**config.mk**
```make
export PLATFORM = sky130hd
export DESIGN_NAME = rssi_agc_and_adc_mux
export DESIGN_NICKNAME = d
export VERILOG_FILES = /design/src/verilog/strength_delog_table.v /design/src/verilog/rssi_agc_and_adc_mux.v
export VERILOG_INCLUDE_DIRS = /design/src /design/src/verilog
export SDC_FILE = /design/constraint.sdc
export NUM_CORES = 1
export LEC_CHECK = 0
export ABC_CLOCK_PERIOD_IN_PS = 14800
export BUFFER_PORTS_ARGS = -buffer_cell sky130_fd_sc_hd__clkbuf_2
export CAP_MARGIN = 20
export CORE_ASPECT_RATIO = 0.6
export CORE_MARGIN = 3
export CORE_UTILIZATION = 40
export DETAILED_ROUTE_END_ITERATION = 12
export SLEW_MARGIN = 20
export SYNTH_ARGS = -nofsm -noshare
export SYNTH_HDL_FRONTEND = slang
export SYNTH_SLANG_ARGS = --single-unit
export TNS_END_PERCENT = 5
```
**constraint.sdc**
```tcl
create_clock -name aclk -period 14.8 [get_ports aclk]
set_clock_uncertainty 0.1 [all_clocks]
set_input_delay 0.74 -clock aclk [delete_from_list [all_inputs] [get_ports aclk]]
set_output_delay 0.74 -clock aclk [all_outputs]
set_load 0.005 [all_outputs]
```
**src/verilog/agc_defs.vh**
```
// Register offsets, reset values and timing constants for the gain control block
`ifndef AGC_DEFS_VH
`define AGC_DEFS_VH
// Byte addresses of the registers
`define A_IF_ATTENUATION_SETTING     8'h00
`define A_CORR      8'h04
`define A_PMF       8'h08
`define A_THR       8'h0c
`define A_HYS       8'h10
`define A_DGC       8'h14
`define A_TIMING    8'h18
`define A_ADCSEL    8'h1c
`define A_STATUS    8'h20
`define A_RESH      8'h24
`define A_RESL      8'h28
`define A_LEVEL     8'h2c
// Reset values (thresholds in 0.1 dB steps)
`define RST_THOFFS  10'h27f
`define RST_TLO     10'h080
`define RST_TUP     10'h100
`define RST_HYS     10'h0d5
`define RST_SLOPE   8'h10
`define RST_UPSH    4'h4
`define RST_DNSH    4'h4
`define RST_DGC_MID 8'h00
`define RST_DGC_MIN 8'h00
// Converter input select codes
`define SEL_STRENGTH 3'h0
`define SEL_TEMP     3'h1
`define SEL_SUPPLY   3'h2
// Gain steps
`define GAIN_MAX    2'h0
`define GAIN_MID    2'h1
`define GAIN_MIN    2'h2
// Timing modes
`define TM_ALWAYS   2'h0
`define TM_START    2'h1
`define TM_FREEZE   2'h2
// Times: clock in kHz, sample rate in kHz, start-up in us
`define CLK_KHZ     200000
`define SAMPLE_KHZ  274
`define STARTUP_US  100
// AXI responses
`define RESP_OKAY   2'h0
`define RESP_SLVERR 2'h2
`endif

```
**src/verilog/strength_delog_table.v**
```verilog
// Small delog lookup memory indexed by the integrator error, registered read data
`timescale 1ns/1ps
module strength_delog_table #(
  parameter AW = 6,
  parameter DW = 12
) (
  input  wire          aclk,
  input  wire [AW-1:0] addr,
  output reg  [DW-1:0] rdata
);
  reg [DW-1:0] mem [0:(1<<AW)-1];
  integer i;
  integer v;

  // Exponential-ish contents built once: each step doubles every eight entries
  initial begin
    for (i = 0; i < (1<<AW); i = i + 1) begin
      v = (({{(DW-1){1'b0}}, 1'b1} << (i / 8)) * (8 + (i % 8))) >> 3;
      mem[i] = v[DW-1:0];
    end
  end

  // Registered read keeps the table output off the combinational path
  always @(posedge aclk) begin
    rdata <= mem[addr];
  end
endmodule // strength_delog_table

```
**src/verilog/rssi_agc_and_adc_mux.v**
```verilog
// Signal-strength correction, peak-memory AGC, gain stepping and converter mux with AXI4-Lite registers
//
// What this block does
// - 4-bit first IF buffer attenuation setting, 0 to -12 dB, narrower in single mode.
// - Second IF gain takes exactly one of three steps chosen by comparators.
// - Strength value gets programmable offset added and programmable slope applied first.
// - Peak-memory integrator uses attack coefficient rising, decay coefficient falling.
// - Two hysteretic comparators against low and upper attack thresholds.
// - Shared hysteresis; release below threshold minus hysteresis.
// - Comparator states drive analog gain step and matching digital gain correction.
// - Integrator error signal indexes the delog table.
// - Thresholds are offset plus low or upper setting; defaults 63.9, 12.8, 25.6 dB.
// - Gain returns to maximum below low threshold minus hysteresis, default 21.3 dB.
// - Integrator updates at fixed 274 kHz sample rate, adding coefficient times error.
// - Start and freeze timing programmable in one shared timing register, mode plus length.
// - Modes: always active, or timed start or freeze at signal identification.
// - Mux code 000 strength, 001 temperature, 010 half supply; resets to strength.
// - Non-strength select in sleep enables references; results valid after 100 us.
// - End-of-conversion status bit set when a conversion completes with the references ready.
`timescale 1ns/1ps
`include "agc_defs.vh"
module rssi_agc_and_adc_mux #(
  parameter DW          = 10,
  parameter STARTUP_CYC = (`STARTUP_US * `CLK_KHZ + 999) / 1000
) (
  input  wire        aclk,
  input  wire        aresetn,
  input  wire [7:0]  s_axi_awaddr,
  input  wire        s_axi_awvalid,
  output reg         s_axi_awready,
  input  wire [31:0] s_axi_wdata,
  input  wire [3:0]  s_axi_wstrb,
  input  wire        s_axi_wvalid,
  output reg         s_axi_wready,
  output reg  [1:0]  s_axi_bresp,
  output reg         s_axi_bvalid,
  input  wire        s_axi_bready,
  input  wire [7:0]  s_axi_araddr,
  input  wire        s_axi_arvalid,
  output reg         s_axi_arready,
  output reg  [31:0] s_axi_rdata,
  output reg  [1:0]  s_axi_rresp,
  output reg         s_axi_rvalid,
  input  wire        s_axi_rready,
  input  wire [DW-1:0] adc_data,
  input  wire        adc_done,
  input  wire        sleep_mode,
  input  wire        signal_ident,
  output reg  [3:0]  if_attenuation_setting,
  output reg  [1:0]  second_if_gain,
  output reg  [7:0]  digital_gain_correction,
  output reg  [2:0]  converter_input_select,
  output reg         converter_ref_enable,
  output reg  [11:0] delog_value
);
  localparam integer SAMPLE_DIV = `CLK_KHZ / `SAMPLE_KHZ;
  localparam integer LW = DW + 8;

  // Software-written configuration
  reg [3:0]  if_attenuation_setting_reg;
  reg        ddc_reg;
  reg [9:0]  offs_reg;
  reg [7:0]  slope_reg;
  reg [3:0]  upsh_reg;
  reg [3:0]  dnsh_reg;
  reg [9:0]  thoffs_reg;
  reg [9:0]  tlo_reg;
  reg [9:0]  tup_reg;
  reg [9:0]  hys_reg;
  reg [7:0]  dgc_mid_reg;
  reg [7:0]  dgc_min_reg;
  reg [1:0]  tmode_reg;
  reg [15:0] tlen_reg;
  reg [2:0]  sel_reg;
  // Block state
  reg [LW-1:0] level_reg;
  reg        cmp_lo_reg;
  reg        cmp_up_reg;
  reg        active_reg;
  reg [15:0] tcnt_reg;
  reg [9:0]  div_reg;
  reg        eoc_reg;
  reg [DW-1:0] result_reg;
  reg [15:0] warm_reg;
  reg        ref_ready_reg;
  reg        aw_seen_reg;
  reg        w_seen_reg;
  reg [7:0]  awaddr_reg;
  reg [31:0] wdata_reg;

  wire sample_tick = (div_reg == SAMPLE_DIV - 1);
  wire strength_sel = (sel_reg == `SEL_STRENGTH);

  // offset and slope: slope is 4.4 fixed point, offset signed
  // Product kept ten bits wider than the level so a large slope saturates instead of wrapping
  wire signed [LW+9:0] corr_prod = $signed({2'b00, adc_data, 8'h00}) * $signed({1'b0, slope_reg});
  wire signed [LW+9:0] corr_sum  = (corr_prod >>> 4) + $signed({{(LW-2){offs_reg[9]}}, offs_reg, 2'b00});
  wire [LW-1:0] corr = corr_sum[LW+9] ? {LW{1'b0}} : ((|corr_sum[LW+8:LW]) ? {LW{1'b1}} : corr_sum[LW-1:0]);

  wire rising = (corr >= level_reg);
  wire [LW-1:0] err = rising ? corr - level_reg : level_reg - corr;
  // attack while rising, decay (relative to attack) while falling
  wire [4:0] shift = rising ? {1'b0, upsh_reg} : {1'b0, upsh_reg} + {1'b0, dnsh_reg};
  wire [LW-1:0] step = err >> shift;

  // absolute thresholds in 0.1 dB with the low 7 level bits dropped
  wire [10:0] lvl_db = level_reg[LW-1:LW-11];
  wire [10:0] th_lo  = {1'b0, thoffs_reg} + {1'b0, tlo_reg};
  wire [10:0] th_up  = {1'b0, thoffs_reg} + {1'b0, tup_reg};
  // release point below threshold minus shared hysteresis
  wire [11:0] rel_lo = {1'b0, th_lo} - {2'b00, hys_reg};
  wire [11:0] rel_up = {1'b0, th_up} - {2'b00, hys_reg};
  wire below_lo = rel_lo[11] ? 1'b0 : ({1'b0, lvl_db} < rel_lo);
  wire below_up = rel_up[11] ? 1'b0 : ({1'b0, lvl_db} < rel_up);

  wire [5:0] delog_idx;
  wire [11:0] delog_rd;
  // delog index from the error magnitude
  assign delog_idx = (err[LW-1:LW-6] != 6'h00) ? 6'h3f : err[LW-7:LW-12];

  strength_delog_table #(.AW(6), .DW(12)) delog_table (
    .aclk  (aclk),
    .addr  (delog_idx),
    .rdata (delog_rd)
  );

  always @(posedge aclk) begin
    if (!aresetn)
      div_reg <= 10'h000;
    else if (sample_tick)
      div_reg <= 10'h000;
    else
      div_reg <= div_reg + 10'h001;
  end

  // timing window kept in own registers
  always @(posedge aclk) begin
    if (!aresetn) begin
      active_reg <= 1'b1;
      tcnt_reg   <= 16'h0000;
    end else begin
      case (tmode_reg)
        `TM_ALWAYS: active_reg <= 1'b1;
        // start at identification, run for programmed samples plus one
        `TM_START: begin
          if (signal_ident) begin
            active_reg <= 1'b1;
            tcnt_reg   <= tlen_reg;
          end else if (active_reg && sample_tick) begin
            if (tcnt_reg == 16'h0000)
              active_reg <= 1'b0;
            else
              tcnt_reg <= tcnt_reg - 16'h0001;
          end
        end
        // freeze at identification after programmed delay
        `TM_FREEZE: begin
          if (signal_ident)
            tcnt_reg <= tlen_reg;
          else if (tcnt_reg != 16'h0000 && sample_tick) begin
            tcnt_reg <= tcnt_reg - 16'h0001;
            if (tcnt_reg == 16'h0001)
              active_reg <= 1'b0;
          end
        end
        default: active_reg <= 1'b1;
      endcase
    end
  end

  // integrator advances once per sample, only on strength input
  always @(posedge aclk) begin
    if (!aresetn) begin
      level_reg  <= {LW{1'b0}};
      cmp_lo_reg <= 1'b0;
      cmp_up_reg <= 1'b0;
    end else if (sample_tick && strength_sel && active_reg) begin
      level_reg <= rising ? level_reg + step : level_reg - step;
      if (lvl_db >= th_lo)
        cmp_lo_reg <= 1'b1;
      // back to maximum gain below low release point
      else if (below_lo)
        cmp_lo_reg <= 1'b0;
      if (lvl_db >= th_up)
        cmp_up_reg <= 1'b1;
      else if (below_up)
        cmp_up_reg <= 1'b0;
    end
  end

  // encode gain step, three values, matching correction
  always @(posedge aclk) begin
    if (!aresetn) begin
      second_if_gain          <= `GAIN_MAX;
      digital_gain_correction <= 8'h00;
      delog_value             <= 12'h000;
    end else begin
      delog_value <= delog_rd;
      if (cmp_lo_reg && cmp_up_reg) begin
        second_if_gain          <= `GAIN_MIN;
        digital_gain_correction <= dgc_min_reg;
      end else if (cmp_lo_reg) begin
        second_if_gain          <= `GAIN_MID;
        digital_gain_correction <= dgc_mid_reg;
      end else begin
        second_if_gain          <= `GAIN_MAX;
        digital_gain_correction <= 8'h00;
      end
    end
  end

  // reference warm-up in sleep with non-strength input
  always @(posedge aclk) begin
    if (!aresetn) begin
      converter_ref_enable <= 1'b0;
      warm_reg             <= 16'h0000;
      ref_ready_reg        <= 1'b1;
    end else if (strength_sel) begin
      converter_ref_enable <= 1'b0;
      warm_reg             <= 16'h0000;
      ref_ready_reg        <= 1'b1;
    end else if (sleep_mode && !converter_ref_enable) begin
      converter_ref_enable <= 1'b1;
      warm_reg             <= STARTUP_CYC[15:0];
      ref_ready_reg        <= 1'b0;
    end else if (warm_reg != 16'h0000) begin
      warm_reg <= warm_reg - 16'h0001;
      if (warm_reg == 16'h0001)
        ref_ready_reg <= 1'b1;
    end
  end

  // AXI write channel capture, address and data in either order
  wire wr_go = aw_seen_reg && w_seen_reg && !s_axi_bvalid;
  wire rd_strb = s_axi_arvalid && s_axi_arready;
  wire eoc_clr = rd_strb && (s_axi_araddr == `A_RESH);

  // end of conversion; a new result wins over the read clear
  always @(posedge aclk) begin
    if (!aresetn) begin
      eoc_reg    <= 1'b0;
      result_reg <= {DW{1'b0}};
    end else if (adc_done && ref_ready_reg) begin
      eoc_reg    <= 1'b1;
      result_reg <= adc_data;
    end else if (eoc_clr)
      eoc_reg <= 1'b0;
  end

  always @(posedge aclk) begin
    if (!aresetn) begin
      s_axi_awready <= 1'b1;
      s_axi_wready  <= 1'b1;
      aw_seen_reg   <= 1'b0;
      w_seen_reg    <= 1'b0;
      awaddr_reg    <= 8'h00;
      wdata_reg     <= 32'h00000000;
      s_axi_bvalid  <= 1'b0;
      s_axi_bresp   <= `RESP_OKAY;
    end else begin
      if (s_axi_awvalid && s_axi_awready) begin
        aw_seen_reg   <= 1'b1;
        awaddr_reg    <= s_axi_awaddr;
        s_axi_awready <= 1'b0;
      end
      if (s_axi_wvalid && s_axi_wready) begin
        w_seen_reg   <= 1'b1;
        wdata_reg    <= s_axi_wdata;
        s_axi_wready <= 1'b0;
      end
      if (wr_go) begin
        s_axi_bvalid <= 1'b1;
        s_axi_bresp  <= (awaddr_reg <= `A_ADCSEL && awaddr_reg[1:0] == 2'h0) ? `RESP_OKAY : `RESP_SLVERR;
        aw_seen_reg  <= 1'b0;
        w_seen_reg   <= 1'b0;
      end
      if (s_axi_bvalid && s_axi_bready) begin
        s_axi_bvalid  <= 1'b0;
        s_axi_awready <= 1'b1;
        s_axi_wready  <= 1'b1;
      end
    end
  end

  // Register writes; byte strobes ignored, every field written whole from the full data word
  always @(posedge aclk) begin
    if (!aresetn) begin
      if_attenuation_setting_reg   <= 4'h0;
      ddc_reg     <= 1'b1;
      offs_reg    <= 10'h000;
      slope_reg   <= `RST_SLOPE;
      upsh_reg    <= `RST_UPSH;
      dnsh_reg    <= `RST_DNSH;
      thoffs_reg  <= `RST_THOFFS;
      tlo_reg     <= `RST_TLO;
      tup_reg     <= `RST_TUP;
      hys_reg     <= `RST_HYS;
      dgc_mid_reg <= `RST_DGC_MID;
      dgc_min_reg <= `RST_DGC_MIN;
      tmode_reg   <= `TM_ALWAYS;
      tlen_reg    <= 16'h0000;
      sel_reg     <= `SEL_STRENGTH;
    end else if (wr_go) begin
      case (awaddr_reg)
        // attenuation code, limited to 0..7 in single mode
        `A_IF_ATTENUATION_SETTING: begin
          ddc_reg   <= wdata_reg[4];
          if_attenuation_setting_reg <= (!wdata_reg[4] && wdata_reg[3]) ? 4'h7 : wdata_reg[3:0];
        end
        `A_CORR: begin
          offs_reg  <= wdata_reg[9:0];
          slope_reg <= wdata_reg[23:16];
        end
        `A_PMF: begin
          upsh_reg <= wdata_reg[3:0];
          dnsh_reg <= wdata_reg[11:8];
        end
        `A_THR: begin
          thoffs_reg <= wdata_reg[9:0];
          tlo_reg    <= wdata_reg[19:10];
          tup_reg    <= wdata_reg[29:20];
        end
        `A_HYS: hys_reg <= wdata_reg[9:0];
        `A_DGC: begin
          dgc_mid_reg <= wdata_reg[7:0];
          dgc_min_reg <= wdata_reg[15:8];
        end
        `A_TIMING: begin
          tmode_reg <= wdata_reg[17:16];
          tlen_reg  <= wdata_reg[15:0];
        end
        // input select; undefined codes fall back to strength
        `A_ADCSEL: sel_reg <= (wdata_reg[2:0] > `SEL_SUPPLY) ? `SEL_STRENGTH : wdata_reg[2:0];
        default: sel_reg <= sel_reg;
      endcase
    end
  end

  // Drive pins from registers
  always @(posedge aclk) begin
    if (!aresetn) begin
      if_attenuation_setting <= 4'h0;
      converter_input_select <= `SEL_STRENGTH;
    end else begin
      if_attenuation_setting <= if_attenuation_setting_reg;
      converter_input_select <= sel_reg;
    end
  end

  // AXI read: one cycle after address taken, held until rready
  always @(posedge aclk) begin
    if (!aresetn) begin
      s_axi_arready <= 1'b1;
      s_axi_rvalid  <= 1'b0;
      s_axi_rdata   <= 32'h00000000;
      s_axi_rresp   <= `RESP_OKAY;
    end else if (rd_strb) begin
      s_axi_arready <= 1'b0;
      s_axi_rvalid  <= 1'b1;
      s_axi_rresp   <= `RESP_OKAY;
      case (s_axi_araddr)
        `A_IF_ATTENUATION_SETTING:  s_axi_rdata <= {27'h0000000, ddc_reg, if_attenuation_setting_reg};
        `A_CORR:   s_axi_rdata <= {8'h00, slope_reg, 6'h00, offs_reg};
        `A_PMF:    s_axi_rdata <= {20'h00000, dnsh_reg, 4'h0, upsh_reg};
        `A_THR:    s_axi_rdata <= {2'h0, tup_reg, tlo_reg, thoffs_reg};
        `A_HYS:    s_axi_rdata <= {22'h000000, hys_reg};
        `A_DGC:    s_axi_rdata <= {16'h0000, dgc_min_reg, dgc_mid_reg};
        `A_TIMING: s_axi_rdata <= {14'h0000, tmode_reg, tlen_reg};
        `A_ADCSEL: s_axi_rdata <= {29'h00000000, sel_reg};
        `A_STATUS: s_axi_rdata <= {26'h0000000, active_reg, ref_ready_reg, cmp_up_reg, cmp_lo_reg, second_if_gain == `GAIN_MAX, eoc_reg};
        // high byte holds the top eight result bits
        `A_RESH:   s_axi_rdata <= {24'h000000, result_reg[DW-1:DW-8]};
        `A_RESL:   s_axi_rdata <= {30'h00000000, result_reg[1:0]};
        `A_LEVEL:  s_axi_rdata <= {{(32-LW){1'b0}}, level_reg};
        default: begin
          s_axi_rdata <= 32'h00000000;
          s_axi_rresp <= `RESP_SLVERR;
        end
      endcase
    end else if (s_axi_rvalid && s_axi_rready) begin
      s_axi_rvalid  <= 1'b0;
      s_axi_arready <= 1'b1;
    end
  end
endmodule // rssi_agc_and_adc_mux

```
After elaboration in Yosys (flattened, before gate mapping) --
Memory sizes are Yosys's and may differ from the RTL's. A register that Yosys moved wholly into a read port is not among the register bits. Cells that the tools add are included. Widths: inputs -> output; s select.
Storage, ports and cells: flip-flop bits (word level) 306, bits in read-only memories 512, input bits 72, output and inout bits 71, logic and storage cells 202, memories 1
Cells by class: add/sub/neg operators 13, $mul 1, $lt $le $gt $ge 7, equal/unequal tests 30, shifts and indexed selects 1, multiplexer cells 45, bitwise logic cells 1, reductions and logical operators 57
Memories:
- delog_table.mem | depth 64, width 8, read ports 1, clocked after memory_dff 1, wr ports 0, line strength_delog_table.v:11 | reg [DW-1:0] mem [0:(1<<AW)-1];
Operator list (number):
- $pmux 30 s12 | 1
- $mux 16 | 5
- $mux 18 | 4
- $eq 8x5->1 const B | 8
- $sub 18x18->18 | 3
- $eq 16x1->1 const B | 2
- $eq 8x4->1 const B | 4
- $eq 8x6->1 const B | 4
- $pmux 16 s2 | 1
- $reduce_bool 16->1 | 2
- $sub 16x1->16 const B | 2
- $mux 15 | 2
- $add 23x12->24 | 1
- $lt 11x12->1 | 2
- $sub 11x10->12 | 2
- $add 10x10->11 | 2
- $ge 11x11->1 | 2
- $mux 1 | 22
- $reduce_and 2->1 | 11
- $add 18x18->18 | 1
- $ge 18x18->1 | 1
- $mul 10x8->18 | 1
- $shr 18x5->18 | 1
- $logic_and 1x1->1 | 17
- 31 further kinds | 54

Logic depth before layout (Yosys ltp) --
Gate-level depths: netlist of run 1.
depth after elaboration 10, gate-level depth with buffers 70, gate-level depth less buffers 66

By module --
A second synthesis of run 1 with hierarchy kept.
Unflattened totals: cell total of the unflattened synthesis 2963, area, all modules 23172.2 µm²
By module, submodules not included:
- rssi_agc_and_adc_mux | instances 1, cells each 2926, area each 22825.6 µm², seq. area each 5805.6 µm²
- strength_delog_table | instances 1, cells each 37, area each 346.6 µm², seq. area each 160.2 µm²

Worst setup path before layout of run 1 --
OpenSTA, ideal clock, no wires.
kind input-to-reg, start point in adc_data[1], end point reg level_reg[17], library setup time 70 ps, data arrival time 13174 ps, data required time 14630 ps, slack 1455 ps, stages on the path 65, path buffers 3, cell sequence and2_1 fa_1 fa_1 inv_1 fa_1 fa_1 inv_1 ha_1 inv_1 o21bai_1 a21oi_1 o21bai_1 a21oi_1 nor2b_1 o21a_1 o21ai_0 nand2b_1 a21oi_1 (+29 left out) nor2_1 a21oi_1 ha_1 a21o_1 a21oi_1 o21bai_1 a21oi_1 o21ai_0 a21oi_1 a2bb2oi_1 a21oi_1 a211oi_1 nor2b_1 o21ai_0 nand2b_1 xnor3_1 or3_1 a21oi_1
On the way: word-level cells in the longest chain between the ends 10, elaborated cells between the ends (all ways) 14, those cells by class 5 x add/sub; 1 x mul; 1 x order compare; 1 x shift; 5 x mux; 1 x reduce/logical
Ends and longest elaborated chain:
- start: declaration | line rssi_agc_and_adc_mux.v:45 | input wire [DW-1:0] adc_data,
- $mul 10x8->18 (*) | line rssi_agc_and_adc_mux.v:96 | wire signed [LW+9:0] corr_prod = $signed({2'b00, adc_data, 8'h00}) * $signed({1'b0, slope_reg});
- $add 23x12->24 (*) | line rssi_agc_and_adc_mux.v:97 | wire signed [LW+9:0] corr_sum = (corr_prod >>> 4) + $signed({{(LW-2){offs_reg[9]}}, offs_reg, 2'b00});
- $reduce_or 9->1 | line rssi_agc_and_adc_mux.v:98 | wire [LW-1:0] corr = corr_sum[LW+9] ? {LW{1'b0}} : ((|corr_sum[LW+8:LW]) ? {LW{1'b1}} : corr_sum[LW-1:0]);
- $mux 18 | line rssi_agc_and_adc_mux.v:98
- $mux 18 (*) | line rssi_agc_and_adc_mux.v:98
- $sub 18x18->18 / $ge 18x18->1 (equally long branches) | line rssi_agc_and_adc_mux.v:101, rssi_agc_and_adc_mux.v:100
- $mux 18 / $mux 5 (equally long branches) | line rssi_agc_and_adc_mux.v:101, rssi_agc_and_adc_mux.v:103
- $shr 18x5->18 | line rssi_agc_and_adc_mux.v:104 | wire [LW-1:0] step = err >> shift;
- $sub 18x18->18 / $add 18x18->18 (equally long branches) | line rssi_agc_and_adc_mux.v:178 | level_reg <= rising ? level_reg + step : level_reg - step;
- $mux 18 (*) | line rssi_agc_and_adc_mux.v:178
- end signal: assignment | line rssi_agc_and_adc_mux.v:174 | level_reg <= {LW{1'b0}};
- end signal: assignment | line rssi_agc_and_adc_mux.v:178
- end: declaration | line rssi_agc_and_adc_mux.v:76 | reg [LW-1:0] level_reg;
Every way passes the cells marked *; elsewhere a longest branch is shown, timed or not. A chain may end at the register's enable or synchronous reset.

Worst setup path after layout of run 1 --
start point reg slope_reg[7], end point reg level_reg[17]
On the way: word-level cells in the longest chain between the ends 10, elaborated cells between the ends (all ways) 14, those cells by class 5 x add/sub; 1 x mul; 1 x order compare; 1 x shift; 5 x mux; 1 x reduce/logical
Ends and longest elaborated chain:
- start: declaration | line rssi_agc_and_adc_mux.v:63 | reg [7:0] slope_reg;
- start signal: assignment | line rssi_agc_and_adc_mux.v:291 | slope_reg <= `RST_SLOPE;
- start signal: assignment | line rssi_agc_and_adc_mux.v:312 | slope_reg <= wdata_reg[23:16];
- $mul 10x8->18 (*) | line rssi_agc_and_adc_mux.v:96
- $add 23x12->24 (*) | line rssi_agc_and_adc_mux.v:97
- $reduce_or 9->1 | line rssi_agc_and_adc_mux.v:98
- $mux 18 | line rssi_agc_and_adc_mux.v:98
- $mux 18 (*) | line rssi_agc_and_adc_mux.v:98
- $sub 18x18->18 / $ge 18x18->1 (equally long branches) | line rssi_agc_and_adc_mux.v:101, rssi_agc_and_adc_mux.v:100
- $mux 18 / $mux 5 (equally long branches) | line rssi_agc_and_adc_mux.v:101, rssi_agc_and_adc_mux.v:103
- $shr 18x5->18 | line rssi_agc_and_adc_mux.v:104
- $sub 18x18->18 / $add 18x18->18 (equally long branches) | line rssi_agc_and_adc_mux.v:178
- $mux 18 (*) | line rssi_agc_and_adc_mux.v:178
Marks and branches as above.

==> run metrics, run 1 <==
kind of critical path=reg2reg; CTS Root Cell=clkbuf_16; cell mode on critical path=a21oi_1; standard-cell row count=67; Max Fclk=71.68 MHz; P per Cell Area=approximately 76 nW/µm²; Post-synth top flop=dfxtp_1; initial antenna violation count=2; Area Overhead vs Synth=14.10%; Setup crit start=slope_reg[7]; share of layout cells above drive strength 1=0.1294; Routed WL=83940 µm; CP startpoint kind=flip-flop; DP HPWL=66230 µm; synth top area cells=dfxtp_1 26%, ha_1 11%, a21oi_1 7.9%, nand2_1 7.1%, fa_1 5.0%; share of the synthesized area in the top cell type=0.2560; Hold Path Cell Cnt=3; Tot GR Track Use=0.2677; Clock transition at path regs=0.08 ns; TritonCTS buffer count=29; pin count of the biggest net entering global routing=89; required time of the critical path=approximately 15 ns; io pins=143; outcome=completed; PortBufs=128; total grt overflow=0; hold path startpoint=s_axi_wdata[24]; CTS H-Tree Depth=1; worst hold margin=0.2588 ns; vias in the first global route=20960; RSZ-0062 raised after global routing=false; crit end category=flip-flop; Avg Cell Area, Syn=7.677 µm²; Placed Area=25130 µm²; Worst IR Drop VDD=86.59 µV; Pleak=approximately 11 nW; drt via density=5.817; WL/cell=21.28 µm; Synth async-reset ratio=0; yosys warns=0; Die Ht=191.7 µm; worst slew pin tran=1.183 ns; Final Hold Fails=0; drt drc=0; RR Startpoint=slope_reg[7]; clk sinks=294; Hold Crit Class=in2reg; Starting Density=0.4081; crit path max fanout=17; Final Instance Area=26230 µm²; Yosys top cell by area=dfxtp_1; post-synthesis cell count=between 2000 and 3000; global-route wire length before repair=about 130000 µm; Final ANT Viol Nets=0; die area=between 60000 and 70000 µm²; TNS Setup=0 ns; core outline area=roughly 56000 µm²; Starting DRT DRC Count=2408; first-pass iteration count of the detailed router=7; max cap viols=0; # hold bufs at CTS=0; Reg2Reg Depth=60; number of synthesized flops with an enable pin=0; CP Data Arrival Time=14.38 ns; CTS tree=yes; Skew-Pair Late Insertion Delay=0.60 ns; Seq/Total Area, Yosys=0.2560; CP peak stage delay=0.54 ns; nets@finish=3495; Max Slew Vio Count=0; Final setup viols=0; Rel. slew slack=0.2081; Die Span X=about 320 µm; synthesized flop and latch total=294; clk buf depth=3; Routability Congestion=approximately 0.99; synthesized area=about 23000 µm²; DR vias=22940; Crit-path slowest cell=fa_1; fin crit period=13.95 ns; Netlist cell types=96; fin crit share=0.9427
-- power breakdown --
group          internal (mW)  switching, mW  leakage, nW
registers              0.803         0.0205         2.38
clock network          0.428          0.340        0.471
logic                  0.157          0.235         8.43
-- synthesized netlist by cell type, types with 7 or more instances --
master / count
nand2_1: 436
a21oi_1: 364
dfxtp_1: 294
nor2_1: 224
ha_1: 202
inv_1: 191
o21ai_0: 123
clkbuf_1: 121
xnor2_1: 97
and2_1: 88
nand3_1: 80
fa_1: 57
nor3_1: 52
a22oi_1: 49
nand2b_1: 45
xor2_1: 43
a21o_1: 40
nor2b_1: 34
o21bai_1: 31
mux2i_1: 29
o21a_1: 25
a31oi_1: 23
o211ai_1: 19
or2_2: 19
and3_1: 18
nor4_1: 18
a211oi_1: 17
nand4_1: 15
or3_1: 13
a221oi_1: 10
o31ai_1: 10
buf_2: 9
mux2_2: 9
nor3b_1: 9
a211o_1: 8
a222oi_1: 8
buf_4: 8
a22o_1: 7
a32oi_1: 7
mux4_2: 7
-- kinds of logic (layout without fill, tap and decap cells) --
family,count (synthesis),after routing,synth area share
AOI/OAI and AO/OA,827,827,0.2262
other,1,9,0.0001631
xor gates and xnor gates,141,141,0.05431
muxes,45,45,0.02389
buffers and inverters,344,526,0.05997
DFF,294,294,0.2560
and+or+nand+nor,1084,1084,0.2200
adders and majority gates,259,259,0.1596
-- cell type report --
| class | count | area, µm² |
|---|---|---|
| flip-flops and latches | 294 | 5892 |
| repair buffers | 282 | 1837 |
| inverters | 193 | 729.5 |
| clock inverters | 11 | 138.9 |
| clock buffers | 40 | 827.0 |
| fillers | 5571 | 30100 |
| well taps | 759 | 949.7 |
| diodes | 1 | 2.502 |
| multi-input cells | 2364 | 15860 |
-- critical path, delay by kind of cell, from the launching register on --
kind | cells | cell delay (ns)
compound gates | 31 | 6.15
fa+ha+maj | 9 | 3.74
simple gates | 13 | 2.53
xor+xnor | 2 | 0.50
buf+inv | 5 | 0.31
flops | 1 | 0.48
-- final timing paths --
check,to,slack (ns)
min reg2reg,delog_value[3],0.33
max,level_reg[17],0.85
min,wdata_reg[24],0.26
max reg2reg,level_reg[17],0.85
-- per-layer routing --
layer	track usage	wire, µm	vias up
met2	0.3358	30370	1077
met1	0.4141	40450	10990
met3	0.1076	11390	116
li1	-	-	10760
met4	0.04886	1512	6
met5	0.02435	209	-
-- through the flow --
stage               worst slack, ns  std cells    util  total power, mW
floorplan                     1.455       3002       -            1.071
global placement             0.2132       3888  0.4461            1.212
detailed placement         -0.01312       3888  0.4461            1.216
CTS                          0.3271       3939  0.4632            1.981
global route                0.04422       3943  0.4656            2.057
finish                       0.8485       3944  0.4657            1.984
-- what timing repair did --
action                                  in CTS  in global routing
buffers inserted                             0                  2
gates resized for setup                      0                 28
endpoints found under the setup margin       0                  6
-- cell usage in the layout (no fill, tap or decap), types with 9 or more instances in the layout --
cell and n:
nor2b_1 34, and2_1 88, nand2b_1 45, o21bai_1 31
xnor2_1 97, clkbuf_2 128, a21o_1 40, nor2_1 220
nor3_1 50, nand3_1 80, nor4_1 17, a31oi_1 22
and3_1 18, dfxtp_1 289, xor2_1 43, fa_1 57
nor3b_1 9, buf_4 149, a211oi_1 15, o21a_1 25
clkbuf_16 29, nand2_1 435, nand4_1 15, or3_1 13
o31ai_1 9, or2_2 19, a22oi_1 49, mux2i_1 29
a221oi_1 10, mux2_2 9, ha_1 200, a21oi_1 363
o211ai_1 19, o21ai_0 118, inv_1 190
(Power assumes the default switching activity.)
==> run 2: changes to the inputs <==
--- a/config.mk
+++ b/config.mk
@@ -11,8 +11,10 @@
 export CAP_MARGIN = 20
 export CORE_ASPECT_RATIO = 0.6
 export CORE_MARGIN = 3
-export CORE_UTILIZATION = 40
+export CORE_UTILIZATION = 55
+export CTS_BUF_LIST = sky130_fd_sc_hd__clkbuf_16
 export DETAILED_ROUTE_END_ITERATION = 12
+export PLACE_DENSITY = 0.73
 export SLEW_MARGIN = 20
 export SYNTH_ARGS = -nofsm -noshare
 export SYNTH_HDL_FRONTEND = slang
==> constraint.sdc (replaced) <==
create_clock -name aclk -period 14.8 [get_ports aclk]
set_clock_uncertainty 0.1 [all_clocks]
set_input_delay 2.22 -clock aclk [delete_from_list [all_inputs] [get_ports aclk]]
set_output_delay 2.22 -clock aclk [all_outputs]
set_load 0.005 [all_outputs]
==> run metrics, run 2 (synthesized netlist as in run 1, its figures left out) <==
met3 usage=0.1289; WL/cell=20.37 µm; CTS Root Cell=clkbuf_16; pin count of the biggest net entering global routing=143; Rel. slew slack=0.2103; Setup crit start=adc_data[1]; Reg2Reg Depth=62; Clock transition at path regs=0.08 ns; Placed Area=26360 µm²; required time of the critical path=15.12 ns; Die Span X=270.0 µm; CP Data Arrival Time=14.54 ns; cell mode on critical path=a21oi_2; crit path max fanout=17; Final Hold Fails=0; Hold Path Cell Cnt=1; Skew-Pair Late Insertion Delay=between 0.5 and 0.6 ns; drt via density=6.019; CTS tree=yes; DR vias=23760; Final ANT Viol Nets=0; DP HPWL=63080 µm; fin crit share=0.9605; share of layout cells above drive strength 1=0.1896; worst slew pin tran=1.180 ns; CTS H-Tree Depth=1; clk sinks=between 200 and 300; total grt overflow=0; Final Instance Area=27650 µm²; crit end category=flip-flop; RR Startpoint=slope_reg[3]; core outline area=40870 µm²; Max Slew Vio Count=0; Starting Density=0.5626; TritonCTS buffer count=28; Final setup viols=0; first-pass iteration count of the detailed router=7; Max Fclk=roughly 70 MHz; clk buf depth=3; Hold Crit Class=reg2reg; hold path startpoint=delog_table.rdata[2]; met2 Use GR=0.4851; max cap viols=0; GR peak layer=met1; Tot GR Track Use=0.3493; nets@finish=around 3700; CP startpoint kind=input pin; outcome=completed; Routed WL=~80000 µm; # hold bufs at CTS=0; vias in the first global route=21980; Routability Congestion=between 1 and 1.5; M1 GR Usage=0.5134; Die Ht=around 160 µm; die area=44370 µm²; most frequent cells in the layout=435 x nand2_1, 352 x buf_4, 341 x a21oi_1, 294 x dfxtp_1, 217 x nor2_1; Crit-path slowest cell=fa_1; initial antenna violation count=1; kind of critical path=in2reg; Area Overhead vs Synth=20.25%; Fillers=3460; io pins=143; PortBufs=128; Pleak=12.26 nW; drt drc=0; global-route wire length before repair=122800 µm; Worst IR Drop VDD=94.89 µV; post-route core utilization=0.6766; CP peak stage delay=0.53 ns; Starting DRT DRC Count=3047; most common cell after layout, fill and taps aside=nand2_1; standard-cell row count=57; fin crit period=14.22 ns; TNS Setup=0 ns; P per Cell Area=72.62 nW/µm²
run 2: path summary, 6_finish.rpt:
| path | endpoint | slack [ns] |
|---|---|---|
| min reg2reg | delog_value[2] | 0.33 |
| max | level_reg[14] | 0.58 |
| max reg2reg | level_reg[14] | 1.82 |
| min | delog_value[2] | 0.33 |
run 2: worst max-delay path, delay by kind of cell:
kind | cells | cell delay (ns)
xor gates and xnor gates | 2 | 0.33
AOI/OAI and AO/OA | 36 | 6.12
adders and majority gates | 9 | 3.18
and+or+nand+nor | 9 | 1.65
buffers and inverters | 9 | 1.02
run 2: power by group:
group	total [mW]	internal (mW)	switching (mW)
Sequential	0.824	0.803	0.0206
Clock	0.737	0.408	0.329
Combinational	0.447	0.201	0.246
run 2: repair_timing:
action                                  4_1_cts  5_1_grt
pin swaps                                    10       28
gates resized for setup                      17       65
setup buffers                                 1        9
endpoints found under the setup margin        2        8
run 2: metrics by stage:
stage	power (mW)	hold WS [ns]	setup slack, ns	cells
CTS	1.985	0.3317	0.04150	3937
global route	2.077	0.3484	-0.06466	3946
global placement	1.248	0.3146	-0.4843	3885
finish	2.008	0.3302	0.5842	3948
floorplan	1.071	0.3119	0.04058	3002
detailed placement	1.258	0.3184	-0.7449	3885
run 2: routing by layer:
| layer | up-vias | wire length, µm | part of all wire |
|---|---|---|---|
| li1 | 11180 | - | - |
| met1 | 11210 | 35470 | 0.44 |
| met2 | 1261 | 31520 | 0.39 |
| met3 | 114 | 12080 | 0.15 |
| met4 | 0 | 1356 | 0.017 |
| met5 | - | 0 | 0 |
run 2: area by class of cell:
type                    instances  area (µm²)  area share
inverters                     193       729.5     0.02638
multi-input cells            2364       16070      0.5811
clock buffers                  29       725.7     0.02625
clock inverters                22       188.9    0.006833
well taps                     560       700.7     0.02534
repair buffers                484        3346      0.1210
diodes                          2       5.005   0.0001810
flip-flops and latches        294        5886      0.2129
